File: src/inc/cpc_regs.svh
// constants for the configuration protect block
`ifndef CPC_REGS_SVH
`define CPC_REGS_SVH

// ----------------------------------------------------------------
// configuration word indices on the programming port
// ----------------------------------------------------------------
`define CPC_IDX_CFG4L     4'h0
`define CPC_IDX_CODE_LOCK 4'h1
`define CPC_IDX_WR_LOCK   4'h2
`define CPC_IDX_TRL_LOW   4'h3
`define CPC_IDX_TRL_HIGH  4'h4
`define CPC_IDX_PART_LOW  4'h5
`define CPC_IDX_PART_HIGH 4'h6

// ----------------------------------------------------------------
// implemented-bit masks, a 1 where a choice can be made
// ----------------------------------------------------------------
`define CPC_MASK_CFG4L    8'h34
`define CPC_MASK_LOCK     8'h41
`define CPC_MASK_TRL_LOW  8'h01
`define CPC_MASK_TRL_HIGH 8'h40

// ----------------------------------------------------------------
// field positions
// ----------------------------------------------------------------
`define CPC_BIT_SSE       2
`define CPC_BIT_BSZ_HI    5
`define CPC_BIT_BSZ_LO    4
`define CPC_BIT_BLOCK0    0
`define CPC_BIT_BOOT      6
`define CPC_BIT_PC_HI     10
`define CPC_BIT_PC_MID    3
`define CPC_BIT_PC_LO     2
`define CPC_BIT_STEP_HI   4

// ----------------------------------------------------------------
// reset values, read answers and the boot area size unit
// ----------------------------------------------------------------
`define CPC_CFG_ERASED    8'hff
`define CPC_RD_UNMAPPED   8'hff
`define CPC_WORD_ZERO     16'h0000
`define CPC_BOOT_UNIT     22'h000200

`endif

File: src/inc/cpc_pkg.sv
// types shared by the configuration protect block
package cpc_pkg;

  // operating mode, one-hot
  typedef enum logic [2:0] {
    CPC_RUN = 3'b001,
    CPC_LV  = 3'b010,
    CPC_HV  = 3'b100
  } cpc_mode_t;

  // configuration word access from the programmer
  typedef struct packed {
    logic       req;
    logic       we;
    logic [3:0] idx;
    logic [7:0] wdata;
  } cpc_cfg_req_t;

  typedef struct packed {
    logic       ack;
    logic       err;
    logic [7:0] rdata;
  } cpc_cfg_rsp_t;

  // code memory read, programmer or table read
  typedef struct packed {
    logic        valid;
    logic        is_table;
    logic [21:0] addr;
    logic [21:0] src_addr;
    logic [15:0] word;
  } cpc_rd_req_t;

  typedef struct packed {
    logic        ack;
    logic        denied;
    logic [15:0] data;
  } cpc_rd_rsp_t;

  // whole state of the top module
  typedef struct packed {
    cpc_mode_t    mode;
    logic [7:0]   cfg4l;
    logic [7:0]   code_lock;
    logic [7:0]   write_lock;
    logic [7:0]   trl_low;
    logic [7:0]   trl_high;
    cpc_cfg_rsp_t cfg_rsp;
    cpc_rd_rsp_t  rd_rsp;
    logic         gpio_en;
  } cpc_state_t;

endpackage

File: src/hw/cpc_sync.sv
// two-stage synchroniser for pin levels
`timescale 1ns/1ps
`default_nettype none

module cpc_sync #(
  parameter int W = 1
) (
  input  wire logic         clk,
  input  wire logic         rst_n,
  input  wire logic [W-1:0] d,
  output logic [W-1:0]      q
);

  typedef struct packed {
    logic [W-1:0] first;
    logic [W-1:0] second;
  } cpc_sync_t;

  cpc_sync_t s_reg;
  cpc_sync_t s_next;

  // ----------------------------------------------------------------
  // stages
  // ----------------------------------------------------------------
  // the first stage feeds only the second, never any logic
  always_comb begin
    s_next.first  = d;
    s_next.second = s_reg.first;
  end

  always_ff @(posedge clk) begin
    if (!rst_n) begin
      s_reg <= '0;
    end else begin
      s_reg <= s_next;
    end
  end

  assign q = s_reg.second;

endmodule // cpc_sync

`default_nettype wire

File: src/hw/cpc_top.sv
// configuration protect, identification and programming mode block
// ----------------------------------------------------------------
// How it works
// - block 0 locked to table reads from other blocks when its bit is 0
// - boot area locked to table reads from other blocks when its bit is 0
// - boot size writes ignored once any boot or block 0 lock is on
// - eleven-bit part code, high 8 in high word, low 3 in low word
// - five-bit silicon step reported in the low identification word
// - single-supply enable set means low-voltage programming; resets to 1
// - enable 0 makes select pin plain I/O; only high-voltage entry works
// - single-supply enable is writable only in high-voltage mode
// - high-voltage entry always accepted whatever the enable holds
// - select pin loses I/O function while low-voltage mode is active
// - unimplemented config bits read back as 1
// - code-locked blocks read back as all zeros
// ----------------------------------------------------------------
`timescale 1ns/1ps
`default_nettype none
`include "cpc_regs.svh"

module cpc_top #(
  // part identity, arbitrary values
  parameter logic [10:0] PART_CODE   = 11'h155,
  parameter logic [4:0]  SILICON_STEP = 5'h01,
  // last address of block 0
  parameter logic [21:0] BLOCK0_END  = 22'h001fff
) (
  input  wire logic                  clk,
  input  wire logic                  rst_n,
  input  wire logic                  high_program_voltage_level,
  input  wire logic                  program_select_pin,
  input  wire cpc_pkg::cpc_cfg_req_t cfg_req,
  output cpc_pkg::cpc_cfg_rsp_t      cfg_rsp,
  input  wire cpc_pkg::cpc_rd_req_t  rd_req,
  output cpc_pkg::cpc_rd_rsp_t       rd_rsp,
  output cpc_pkg::cpc_mode_t         prog_mode,
  output logic                       port_b_bit_five_gpio_en,
  output logic                       single_supply_enable,
  output logic [1:0]                 boot_area_size
);

  cpc_pkg::cpc_state_t st_reg;
  cpc_pkg::cpc_state_t st_next;

  logic [1:0] pins_sync;
  logic       hv_seen;
  logic       sel_seen;

  // ----------------------------------------------------------------
  // pin synchronisers
  // ----------------------------------------------------------------
  cpc_sync #(
    .W (2)
  ) u_pin_sync (
    .clk   (clk),
    .rst_n (rst_n),
    .d     ({high_program_voltage_level, program_select_pin}),
    .q     (pins_sync)
  );

  assign hv_seen  = pins_sync[1];
  assign sel_seen = pins_sync[0];

  // ----------------------------------------------------------------
  // decoded fields of the stored configuration words
  // ----------------------------------------------------------------
  logic        sse;
  logic [1:0]  bsz;
  logic        b0_code_lock;
  logic        boot_code_lock;
  logic        b0_wr_lock;
  logic        boot_wr_lock;
  logic        b0_trd_lock;
  logic        boot_trd_lock;
  logic        any_lock_on;
  logic [21:0] boot_end;

  // lock bits are active low: 0 means protected
  assign sse            = st_reg.cfg4l[`CPC_BIT_SSE];
  assign bsz            = st_reg.cfg4l[`CPC_BIT_BSZ_HI:`CPC_BIT_BSZ_LO];
  assign b0_code_lock   = st_reg.code_lock[`CPC_BIT_BLOCK0];
  assign boot_code_lock = st_reg.code_lock[`CPC_BIT_BOOT];
  assign b0_wr_lock     = st_reg.write_lock[`CPC_BIT_BLOCK0];
  assign boot_wr_lock   = st_reg.write_lock[`CPC_BIT_BOOT];
  assign b0_trd_lock    = st_reg.trl_low[`CPC_BIT_BLOCK0];
  assign boot_trd_lock  = st_reg.trl_high[`CPC_BIT_BOOT];

  // any cleared bit among the six freezes the boot size
  assign any_lock_on = !(b0_code_lock && boot_code_lock &&
                         b0_wr_lock && boot_wr_lock &&
                         b0_trd_lock && boot_trd_lock);

  // boot area doubles with each step of the size field
  assign boot_end = (`CPC_BOOT_UNIT << bsz) - 22'h000001;

  // ----------------------------------------------------------------
  // address classification for code reads
  // ----------------------------------------------------------------
  logic tgt_boot;
  logic tgt_b0;
  logic src_boot;
  logic src_b0;

  assign tgt_boot = rd_req.addr <= boot_end;
  assign tgt_b0   = !tgt_boot && (rd_req.addr <= BLOCK0_END);
  assign src_boot = rd_req.src_addr <= boot_end;
  assign src_b0   = !src_boot && (rd_req.src_addr <= BLOCK0_END);

  // ----------------------------------------------------------------
  // configuration word read-back
  // ----------------------------------------------------------------
  logic [7:0] cfg_view;
  logic       cfg_hit;

  // unimplemented positions are forced to 1 on read-back
  always_comb begin
    cfg_hit  = 1'b1;
    cfg_view = `CPC_RD_UNMAPPED;
    case (cfg_req.idx)
      `CPC_IDX_CFG4L: begin
        cfg_view = st_reg.cfg4l | ~`CPC_MASK_CFG4L;
      end
      `CPC_IDX_CODE_LOCK: begin
        cfg_view = st_reg.code_lock | ~`CPC_MASK_LOCK;
      end
      `CPC_IDX_WR_LOCK: begin
        cfg_view = st_reg.write_lock | ~`CPC_MASK_LOCK;
      end
      `CPC_IDX_TRL_LOW: begin
        cfg_view = st_reg.trl_low | ~`CPC_MASK_TRL_LOW;
      end
      `CPC_IDX_TRL_HIGH: begin
        cfg_view = st_reg.trl_high | ~`CPC_MASK_TRL_HIGH;
      end
      `CPC_IDX_PART_LOW: begin
        cfg_view = {PART_CODE[`CPC_BIT_PC_LO:0],
                    SILICON_STEP[`CPC_BIT_STEP_HI:0]};
      end
      `CPC_IDX_PART_HIGH: begin
        cfg_view = PART_CODE[`CPC_BIT_PC_HI:`CPC_BIT_PC_MID];
      end
      default: begin
        cfg_hit = 1'b0;
      end
    endcase
  end

  // ----------------------------------------------------------------
  // next state
  // ----------------------------------------------------------------
  logic       in_prog;
  logic       wr_ok;
  logic [7:0] wmask;
  logic [7:0] wval;
  logic       trd_block;
  logic       code_zero;

  always_comb begin
    st_next = st_reg;
    in_prog = st_reg.mode != cpc_pkg::CPC_RUN;

    // mode selection: high voltage wins over everything
    case (st_reg.mode)
      cpc_pkg::CPC_RUN: begin
        if (hv_seen) begin
          st_next.mode = cpc_pkg::CPC_HV;
        end else if (sse && sel_seen) begin
          st_next.mode = cpc_pkg::CPC_LV;
        end
      end
      cpc_pkg::CPC_LV: begin
        if (hv_seen) begin
          st_next.mode = cpc_pkg::CPC_HV;
        end else if (!sel_seen || !sse) begin
          st_next.mode = cpc_pkg::CPC_RUN;
        end
      end
      cpc_pkg::CPC_HV: begin
        if (!hv_seen) begin
          st_next.mode = cpc_pkg::CPC_RUN;
        end
      end
      default: begin
        st_next.mode = cpc_pkg::CPC_RUN;
      end
    endcase

    // pin is plain I/O only when single-supply is off and not in use
    st_next.gpio_en = !sse && (st_reg.mode != cpc_pkg::CPC_LV);

    // configuration word access, writes only while programming
    st_next.cfg_rsp.ack   = cfg_req.req;
    st_next.cfg_rsp.err   = 1'b0;
    st_next.cfg_rsp.rdata = st_reg.cfg_rsp.rdata;
    wr_ok = cfg_req.req && cfg_req.we && in_prog && cfg_hit;
    wmask = 8'h00;
    wval  = cfg_req.wdata;
    if (cfg_req.req) begin
      st_next.cfg_rsp.rdata = cfg_view;
      st_next.cfg_rsp.err   = !cfg_hit ||
                              (cfg_req.we && !in_prog);
    end
    if (wr_ok) begin
      case (cfg_req.idx)
        `CPC_IDX_CFG4L: begin
          wmask = `CPC_MASK_CFG4L;
          // single-supply bit changes only under high voltage
          if (st_reg.mode != cpc_pkg::CPC_HV) begin
            wval[`CPC_BIT_SSE] = sse;
          end
          // frozen boot size keeps its old value
          if (any_lock_on) begin
            wval[`CPC_BIT_BSZ_HI:`CPC_BIT_BSZ_LO] = bsz;
          end
          st_next.cfg4l = (wval & wmask) | ~wmask;
        end
        `CPC_IDX_CODE_LOCK: begin
          wmask = `CPC_MASK_LOCK;
          st_next.code_lock = (wval & wmask) | ~wmask;
        end
        `CPC_IDX_WR_LOCK: begin
          wmask = `CPC_MASK_LOCK;
          st_next.write_lock = (wval & wmask) | ~wmask;
        end
        `CPC_IDX_TRL_LOW: begin
          wmask = `CPC_MASK_TRL_LOW;
          st_next.trl_low = (wval & wmask) | ~wmask;
        end
        `CPC_IDX_TRL_HIGH: begin
          wmask = `CPC_MASK_TRL_HIGH;
          st_next.trl_high = (wval & wmask) | ~wmask;
        end
        default: begin
          // identification words are read-only
          st_next.cfg_rsp.err = 1'b1;
        end
      endcase
    end

    // code memory reads
    trd_block = rd_req.is_table &&
                ((tgt_b0 && !src_b0 && !b0_trd_lock) ||
                 (tgt_boot && !src_boot && !boot_trd_lock));
    code_zero = !rd_req.is_table &&
                ((tgt_b0 && !b0_code_lock) ||
                 (tgt_boot && !boot_code_lock));
    st_next.rd_rsp.ack    = rd_req.valid;
    st_next.rd_rsp.denied = rd_req.valid && trd_block;
    if (rd_req.valid) begin
      // protected words read as zero so they add nothing to a sum
      if (trd_block || code_zero) begin
        st_next.rd_rsp.data = `CPC_WORD_ZERO;
      end else begin
        st_next.rd_rsp.data = rd_req.word;
      end
    end
  end

  // ----------------------------------------------------------------
  // state register
  // ----------------------------------------------------------------
  // configuration words come up erased: unprotected, single-supply on
  always_ff @(posedge clk) begin
    if (!rst_n) begin
      st_reg.mode       <= cpc_pkg::CPC_RUN;
      st_reg.cfg4l      <= `CPC_CFG_ERASED;
      st_reg.code_lock  <= `CPC_CFG_ERASED;
      st_reg.write_lock <= `CPC_CFG_ERASED;
      st_reg.trl_low    <= `CPC_CFG_ERASED;
      st_reg.trl_high   <= `CPC_CFG_ERASED;
      st_reg.cfg_rsp    <= '0;
      st_reg.rd_rsp     <= '0;
      st_reg.gpio_en    <= 1'b0;
    end else begin
      st_reg <= st_next;
    end
  end

  // ----------------------------------------------------------------
  // outputs, all from the state register
  // ----------------------------------------------------------------
  assign cfg_rsp                 = st_reg.cfg_rsp;
  assign rd_rsp                  = st_reg.rd_rsp;
  assign prog_mode               = st_reg.mode;
  assign port_b_bit_five_gpio_en = st_reg.gpio_en;
  assign single_supply_enable    = sse;
  assign boot_area_size          = bsz;

endmodule // cpc_top

`default_nettype wire

File: config.mk
export PLATFORM = sky130hd
export DESIGN_NAME = cpc_top
export DESIGN_NICKNAME = d
export VERILOG_FILES = /design/src/inc/cpc_pkg.sv /design/src/hw/cpc_sync.sv /design/src/hw/cpc_top.sv
export VERILOG_INCLUDE_DIRS = /design/src /design/src/inc
export SDC_FILE = /design/constraint.sdc
export NUM_CORES = 1
export LEC_CHECK = 0
export BUFFER_PORTS_ARGS = -buffer_cell sky130_fd_sc_hd__buf_2
export CORE_UTILIZATION = 48
export CTS_BUF_LIST = sky130_fd_sc_hd__clkbuf_16
export CTS_CLUSTER_SIZE = 28
export DETAILED_ROUTE_END_ITERATION = 10
export GPL_ROUTABILITY_DRIVEN = 0
export PLACE_DENSITY = 0.89
export REMOVE_ABC_BUFFERS = 1
export SLEW_MARGIN = 40
export SYNTH_ARGS = -nofsm -noshare
export SYNTH_HDL_FRONTEND = slang
export SYNTH_SLANG_ARGS = --single-unit
File: constraint.sdc
create_clock -name clk -period 3.2 [get_ports clk]
set_input_delay 0.8 -clock clk [delete_from_list [all_inputs] [get_ports clk]]
set_output_delay 0.8 -clock clk [all_outputs]
set_load 0.01 [all_outputs]
* Word-level counts from Yosys, hierarchy flattened *
Cells that the tools add are included.

cells by class
  mux-type cells = 12
  shifts and indexed selects = 1
  $add $sub $neg = 1
  bitwise gates (word level) = 1
  reduce and logical (&&, ||, !) cells = 49
  eq/ne operators = 15
  $lt $le $gt $ge = 4

operator list
  kind                     count
  $pmux W8 S7              1
  $le A22 B13 Y1 const B   2
  $le A22 B22 Y1           2
  $logic_and A1 B1 Y1      22
  $shl A10 B2 Y22 const A  1
  $sub A22 B1 Y22 const B  1
  $mux W16                 1
  $mux W3                  5
  $eq A4 B3 Y1 const B     3
  $logic_not A1 Y1         12
  $mux W9                  1
  $ne A3 B2 Y1 const B     3
  $pmux W3 S3              1
  $reduce_and A3 Y1        3
  $eq A4 B2 Y1 const B     2
  $reduce_and A2 Y1        4
  $reduce_or A7 Y1         1
  $logic_or A1 B1 Y1       5
  $reduce_or A5 Y1         1
  $eq A4 B1 Y1 const B     1
  $logic_not A4 Y1         1
  $eq A3 B1 Y1 const B     1
  $eq A3 B2 Y1 const B     1
  $eq A3 B3 Y1 const B     1
  5 further kinds          7

storage, ports and cells
  flip-flop bits (word level) = 45
  bits of input ports = 80

* Longest topological paths before layout *
  depth after elaboration = 12
  gate-level depth with buffers = 12
  gate-level depth less buffers = 11

* Hierarchy *
From an unflattened synthesis, not the netlist that was laid out.

second synthesis, totals
  cells, all modules = 314
  area, all modules = 2701.3 µm²

modules (own cells, without submodules)
  module    cells each  area an instance (µm²)  instances
  cpc_top   306         2596.2                  1
  cpc_sync  8           105.1                   1

* Worst setup path after synthesis *
OpenSTA, ideal clock, no wires.

  path kind = reg-to-reg
  start point = reg st_reg (netlist bit boot_area_size[1])
  end point = reg, netlist name rd_rsp[10]
  required time = 3.080 ns
  path slack = 0.239 ns
  buffers on the path = 1
  cell stages (with the launch flop) = 12
  period minus slack after synthesis = 2.961 ns
  arrival time = 2.841 ns
  cells stage by stage = dfxtp_1 > or2_2 > ha_1 > nand2b_1 > ha_1 > and4b_1 > a221oi_2 > o21a_1 > a21oi_2 > o41ai_4 > buf_6 > o21ai_2

between the ends
  longest elaborated chain between the ends = 12
  elaborated cells on any way between the ends = 21
  classes of those cells = add/sub (1); order compare (2); shift (1); mux (1); reduce/logical (16)

RTL lines
  item                              RTL line                        source
  start: declaration                cpc_top.sv:42                   cpc_pkg::cpc_state_t st_reg;
  start signal: assignment          cpc_top.sv:275                  st_reg <= st_next;
  $shl A10 B2 Y22 (no line) *       -
  $sub A22 B1 Y22 *                 cpc_top.sv:94                   assign boot_end = (`CPC_BOOT_UNIT << bsz) - 22'h000001;
  $le A22 B22 Y1                    cpc_top.sv:106                  assign src_boot = rd_req.src_addr <= boot_end;
  $logic_not A1 Y1                  cpc_top.sv:107, cpc_top.sv:243
  $logic_and A1 B1 Y1               cpc_top.sv:107                  assign src_b0 = !src_boot && (rd_req.src_addr <= BLOCK0_END);
  $logic_not A1 Y1                  cpc_top.sv:242                  ((tgt_b0 && !src_b0 && !b0_trd_lock) ||
  $logic_and A1 B1 Y1 (2 in a row)  cpc_top.sv:242
  $logic_or A1 B1 Y1                cpc_top.sv:242
  $logic_and A1 B1 Y1               cpc_top.sv:241                  trd_block = rd_req.is_table &&
  $logic_or A1 B1 Y1 *              cpc_top.sv:251                  if (trd_block || code_zero) begin
  $mux W16 *                        cpc_top.sv:251

Every way passes the cells marked *; elsewhere a longest branch is shown, timed or not.
A chain may end at the register's enable or synchronous reset.

* Worst setup path in the final report *
  start point = reg st_reg (netlist bit boot_area_size[1])
  end point = reg, netlist name rd_rsp[16]

between the ends
  longest elaborated chain between the ends = 11
  elaborated cells on any way between the ends = 16
  classes of those cells = add/sub (1); order compare (2); shift (1); reduce/logical (12)

RTL lines
  item                              RTL line                        source
  $shl A10 B2 Y22 (no line) *       -
  $sub A22 B1 Y22 *                 cpc_top.sv:94
  $le A22 B22 Y1                    cpc_top.sv:106
  $logic_not A1 Y1                  cpc_top.sv:107, cpc_top.sv:243
  $logic_and A1 B1 Y1               cpc_top.sv:107
  $logic_not A1 Y1                  cpc_top.sv:242
  $logic_and A1 B1 Y1 (2 in a row)  cpc_top.sv:242
  $logic_or A1 B1 Y1 *              cpc_top.sv:242
  $logic_and A1 B1 Y1 *             cpc_top.sv:241
  $logic_and A1 B1 Y1 *             cpc_top.sv:248                  st_next.rd_rsp.denied = rd_req.valid && trd_block;

Marks and branches as above.

==> impl_metrics.env <==
export IMPL_insertion_delay_ns=0.29
export IMPL_nets=539
export IMPL_cp_max_fo=6
export IMPL_fin_area_mm2=0.00361
export IMPL_antenna_left=0
export IMPL_min_delay_path_class="register to register"
export IMPL_synthArstFlopShare_pct=0
export IMPL_cp_slowest_cell="o41ai_4"
export IMPL_p_int_uw=972
export IMPL_grt_pass1_wl_um=11800
export IMPL_max_freq_mhz=331
export IMPL_grt_usage_pct=24.3
export IMPL_power_leakage_nw=1.68
export IMPL_die_width_um=77.5
export IMPL_numCtsBuffers=5
export IMPL_coreArea_mm2=0.00551
export IMPL_io_buffers=111
export IMPL_clk_pin_slew_ns=0.06
export IMPL_syn_area_per_cell_um2=8.83
export IMPL_synthSimpleGateAreaFrac_pct=27.2
export IMPL_syn_inst=310
export IMPL_rsz0062_at_grt="no"
export IMPL_final_setup_viol_count=0
export IMPL_worstPathRequired_ns=3.43
export IMPL_cp_top_family="simple AND/OR/NAND/NOR gates"
export IMPL_synth_main_ff_cell="dfxtp_1"
export IMPL_overflow=0
export IMPL_endpoint_kind="register"
export IMPL_antenna_found_initial=0
export IMPL_yosysSeqAreaShare_pct=32.2
export IMPL_area_delta_synth_final_pct=31.9
export IMPL_ys_ff_latch=44
export IMPL_power_frac_seq_pct=44.4
export IMPL_synth_edf_count=0
export IMPL_drt_iter0_drc=87
export IMPL_synth_compound_area_share_pct=21.5
export IMPL_grt_pass1_vias=2726
export IMPL_synthAdderAreaFrac_pct=11.4
export IMPL_design_die_area_mm2=0.00601
export IMPL_cp_common_cell="buf_4"
export IMPL_synth_top_family_by_area="simple AND/OR/NAND/NOR gates"
export IMPL_vdd_ir_drop_max_mv=0.268
export IMPL_max_cap_violations=0
export IMPL_cts_root_buf="clkbuf_16"
export IMPL_drive_gt1_share_pct=36.6
export IMPL_synth_warnings=0
export IMPL_power_switching_share_pct=26.5
export IMPL_grt_max_degree=54
export IMPL_clock_sinks=44
export IMPL_tightest_slew_ns=0.708
export IMPL_status="complete, no violations"
export IMPL_hold_viol=0
export IMPL_period_minus_slack_ns=3.02
export IMPL_vias=2839
export IMPL_drv_slew=0
export IMPL_pwr_share_clk_pct=36.7
export IMPL_slew_headroom_pct=52.8
export IMPL_arrival_ns=3.25
export IMPL_viasPerCell=5.60
export IMPL_synth_xor_area_share_pct=0.640
export IMPL_postRouteWirelength_um=7110
export IMPL_path_buf_inv=4
export IMPL_die_h_um=77.5
export IMPL_dp_hpwl_um=5370
export IMPL_h_tree_depth=2
export IMPL_path_cells="or2_2 > ha_1 > nand2b_1 > buf_4 > buf_4 > ha_1 > and4b_1 > and4_1 > o41ai_4 > buf_6 > buf_4 > and3_1"
export IMPL_finClkSkew_ns=0.00417
export IMPL_synth_area_mm2=0.00274
export IMPL_routedWlPerCell_um=14.0
export IMPL_pwr_share_comb_pct=18.9
export IMPL_pwr_density_cell_mw_per_mm2=367
export IMPL_synthMuxAreaShare_pct=2.56
export IMPL_cts_tree="built"
export IMPL_antennaDiodeCount=0
export IMPL_firstDrtPassIters=4
export IMPL_ctsHoldBuffers=0
export IMPL_start_kind="register"
export IMPL_power_mw=1.32
export IMPL_post_route_period_util_pct=94.3
export IMPL_synth_cell_types=52
export IMPL_setup_worst_path_class="register to register"
export IMPL_initial_core_util_pct=49.7
export IMPL_cts_buffer_depth=2
export IMPL_placed_cell_area_mm2=0.00342
export IMPL_cp_slowest_stage_delay_ns=0.62
export IMPL_pin_count=115
export IMPL_p_sw_uw=351
export IMPL_drc=0
export IMPL_rows=27
==> metal layers <==
| layer | up-vias | GRT usage (%) | routed length [µm] |
|---|---|---|---|
| li1 | 1415 | - | - |
| met2 | 87 | 44.5 | 3610 |
| met1 | 1329 | 28.4 | 3020 |
| met4 | 0 | 6.04 | 84 |
| met3 | 8 | 5.53 | 394 |
| met5 | - | 0 | 0 |
==> Yosys cell counts (all sizes together) (2+ instances only) <==
cell    instances  share of area [%]
a211o           2               0.64
a211oi          4                1.1
a21o            3               0.82
a21oi           9                1.9
a221oi          3                1.2
a31oi          20                4.6
and2            6                1.4
and3            3                1.1
and4            4                1.3
and4b           2               0.73
buf             2               0.69
clkbuf         19                3.0
dfxtp          44                 32
ha             25                 11
inv             5               0.69
mux2i           7                2.6
nand2          27                3.7
nand2b          3               0.69
nand3           4               0.73
nand4          22                5.6
nor2           13                1.8
nor2b           5                1.1
nor3            6                1.1
nor3b          19                5.2
nor4            3                1.2
o211ai          4                1.1
o21ai          30                6.9
or2             2               0.46
==> cells by family after synthesis <==
group           Yosys count
fa+ha+maj                25
flops                    44
mux                       7
simple gates            123
other cells               1
compound gates           82
buf+inv                  26
xor+xnor                  2
==> placed cells by master, fill, tap and decap left out, types with 3 or more instances in the layout <==
master,n
buf_2,111
dfxtp_1,44
nand2_1,27
ha_1,25
nand4_1,21
a31oi_1,20
nor3b_1,19
buf_4,19
nor2_1,13
o21ai_0,13
o21ai_2,10
conb_1,8
mux2i_1,7
a21oi_1,7
o21ai_1,7
and2_1,6
inv_1,6
nor3_1,6
nor2b_1,5
clkbuf_16,5
and4_1,4
nand3_1,4
o211ai_1,4
a211oi_1,4
a21o_1,3
nand2b_1,3
==> worst paths after layout <==
kind | startpoint | end | slack, ns | cells after the start
worst max-delay path | boot_area_size[1]$_SDFFE_PN1P_ | rd_rsp[16]$_SDFF_PN0_ | 0.18 | 12
worst min register to register | u_pin_sync.s_next[1]$_SDFF_PN0_ | u_pin_sync.q[1]$_SDFF_PN0_ | 0.44 | 1
worst max register to register | boot_area_size[1]$_SDFFE_PN1P_ | rd_rsp[16]$_SDFF_PN0_ | 0.18 | 12
worst min-delay path | u_pin_sync.s_next[1]$_SDFF_PN0_ | u_pin_sync.q[1]$_SDFF_PN0_ | 0.44 | 1
==> power groups by stage <==
stage	Sequential, mW	Combinational [mW]	Clock [mW]
after floorplan	0.612	0.102	0
after global placement	0.599	0.235	0
after detailed placement	0.600	0.247	0
after CTS	0.588	0.248	0.490
after global routing	0.591	0.278	0.516
final	0.588	0.249	0.485
==> area by class of cell <==
| type | count | area, µm² |
|---|---|---|
| repair buffers | 131 | 709 |
| well taps | 72 | 90.1 |
| inverters | 5 | 18.8 |
| fillers | 462 | 1900 |
| multi-input cells | 247 | 1770 |
| flip-flops and latches | 44 | 881 |
| clock inverters | 3 | 15.0 |
| clock buffers | 5 | 125 |
==> sequential cells by signal (all words and copies together), names as in the netlist, 2 cells and up <==
name and cells:
rd_rsp 18, cfg_rsp 9, prog_mode 3, boot_area_size 2, u_pin_sync.q 2, u_pin_sync.s_next 2
==> per-stage QoR <==
stage / instances / TNS [ns] / setup WS (ns) / utilization [%] / hold slack, ns
4_1_cts: 502 / 0 / 0.0316 / 64.7 / 0.442
2_1_floorplan: 296 / -0.494 / -0.0668 / - / 0.392
3_3_place_gp: 493 / -0.865 / -0.129 / 62.0 / 0.404
5_1_grt: 507 / 0 / 0.0172 / 65.5 / 0.454
3_5_place_dp: 494 / 0 / 0.0343 / 62.2 / 0.426
6_report: 507 / 0 / 0.181 / 65.5 / 0.442
==> timing repair <==
item,CTS,global route
endpoints found under the setup margin,0,4
buffers inserted,0,5
resized for setup,0,1
Power figures use the tool's default switching activity.
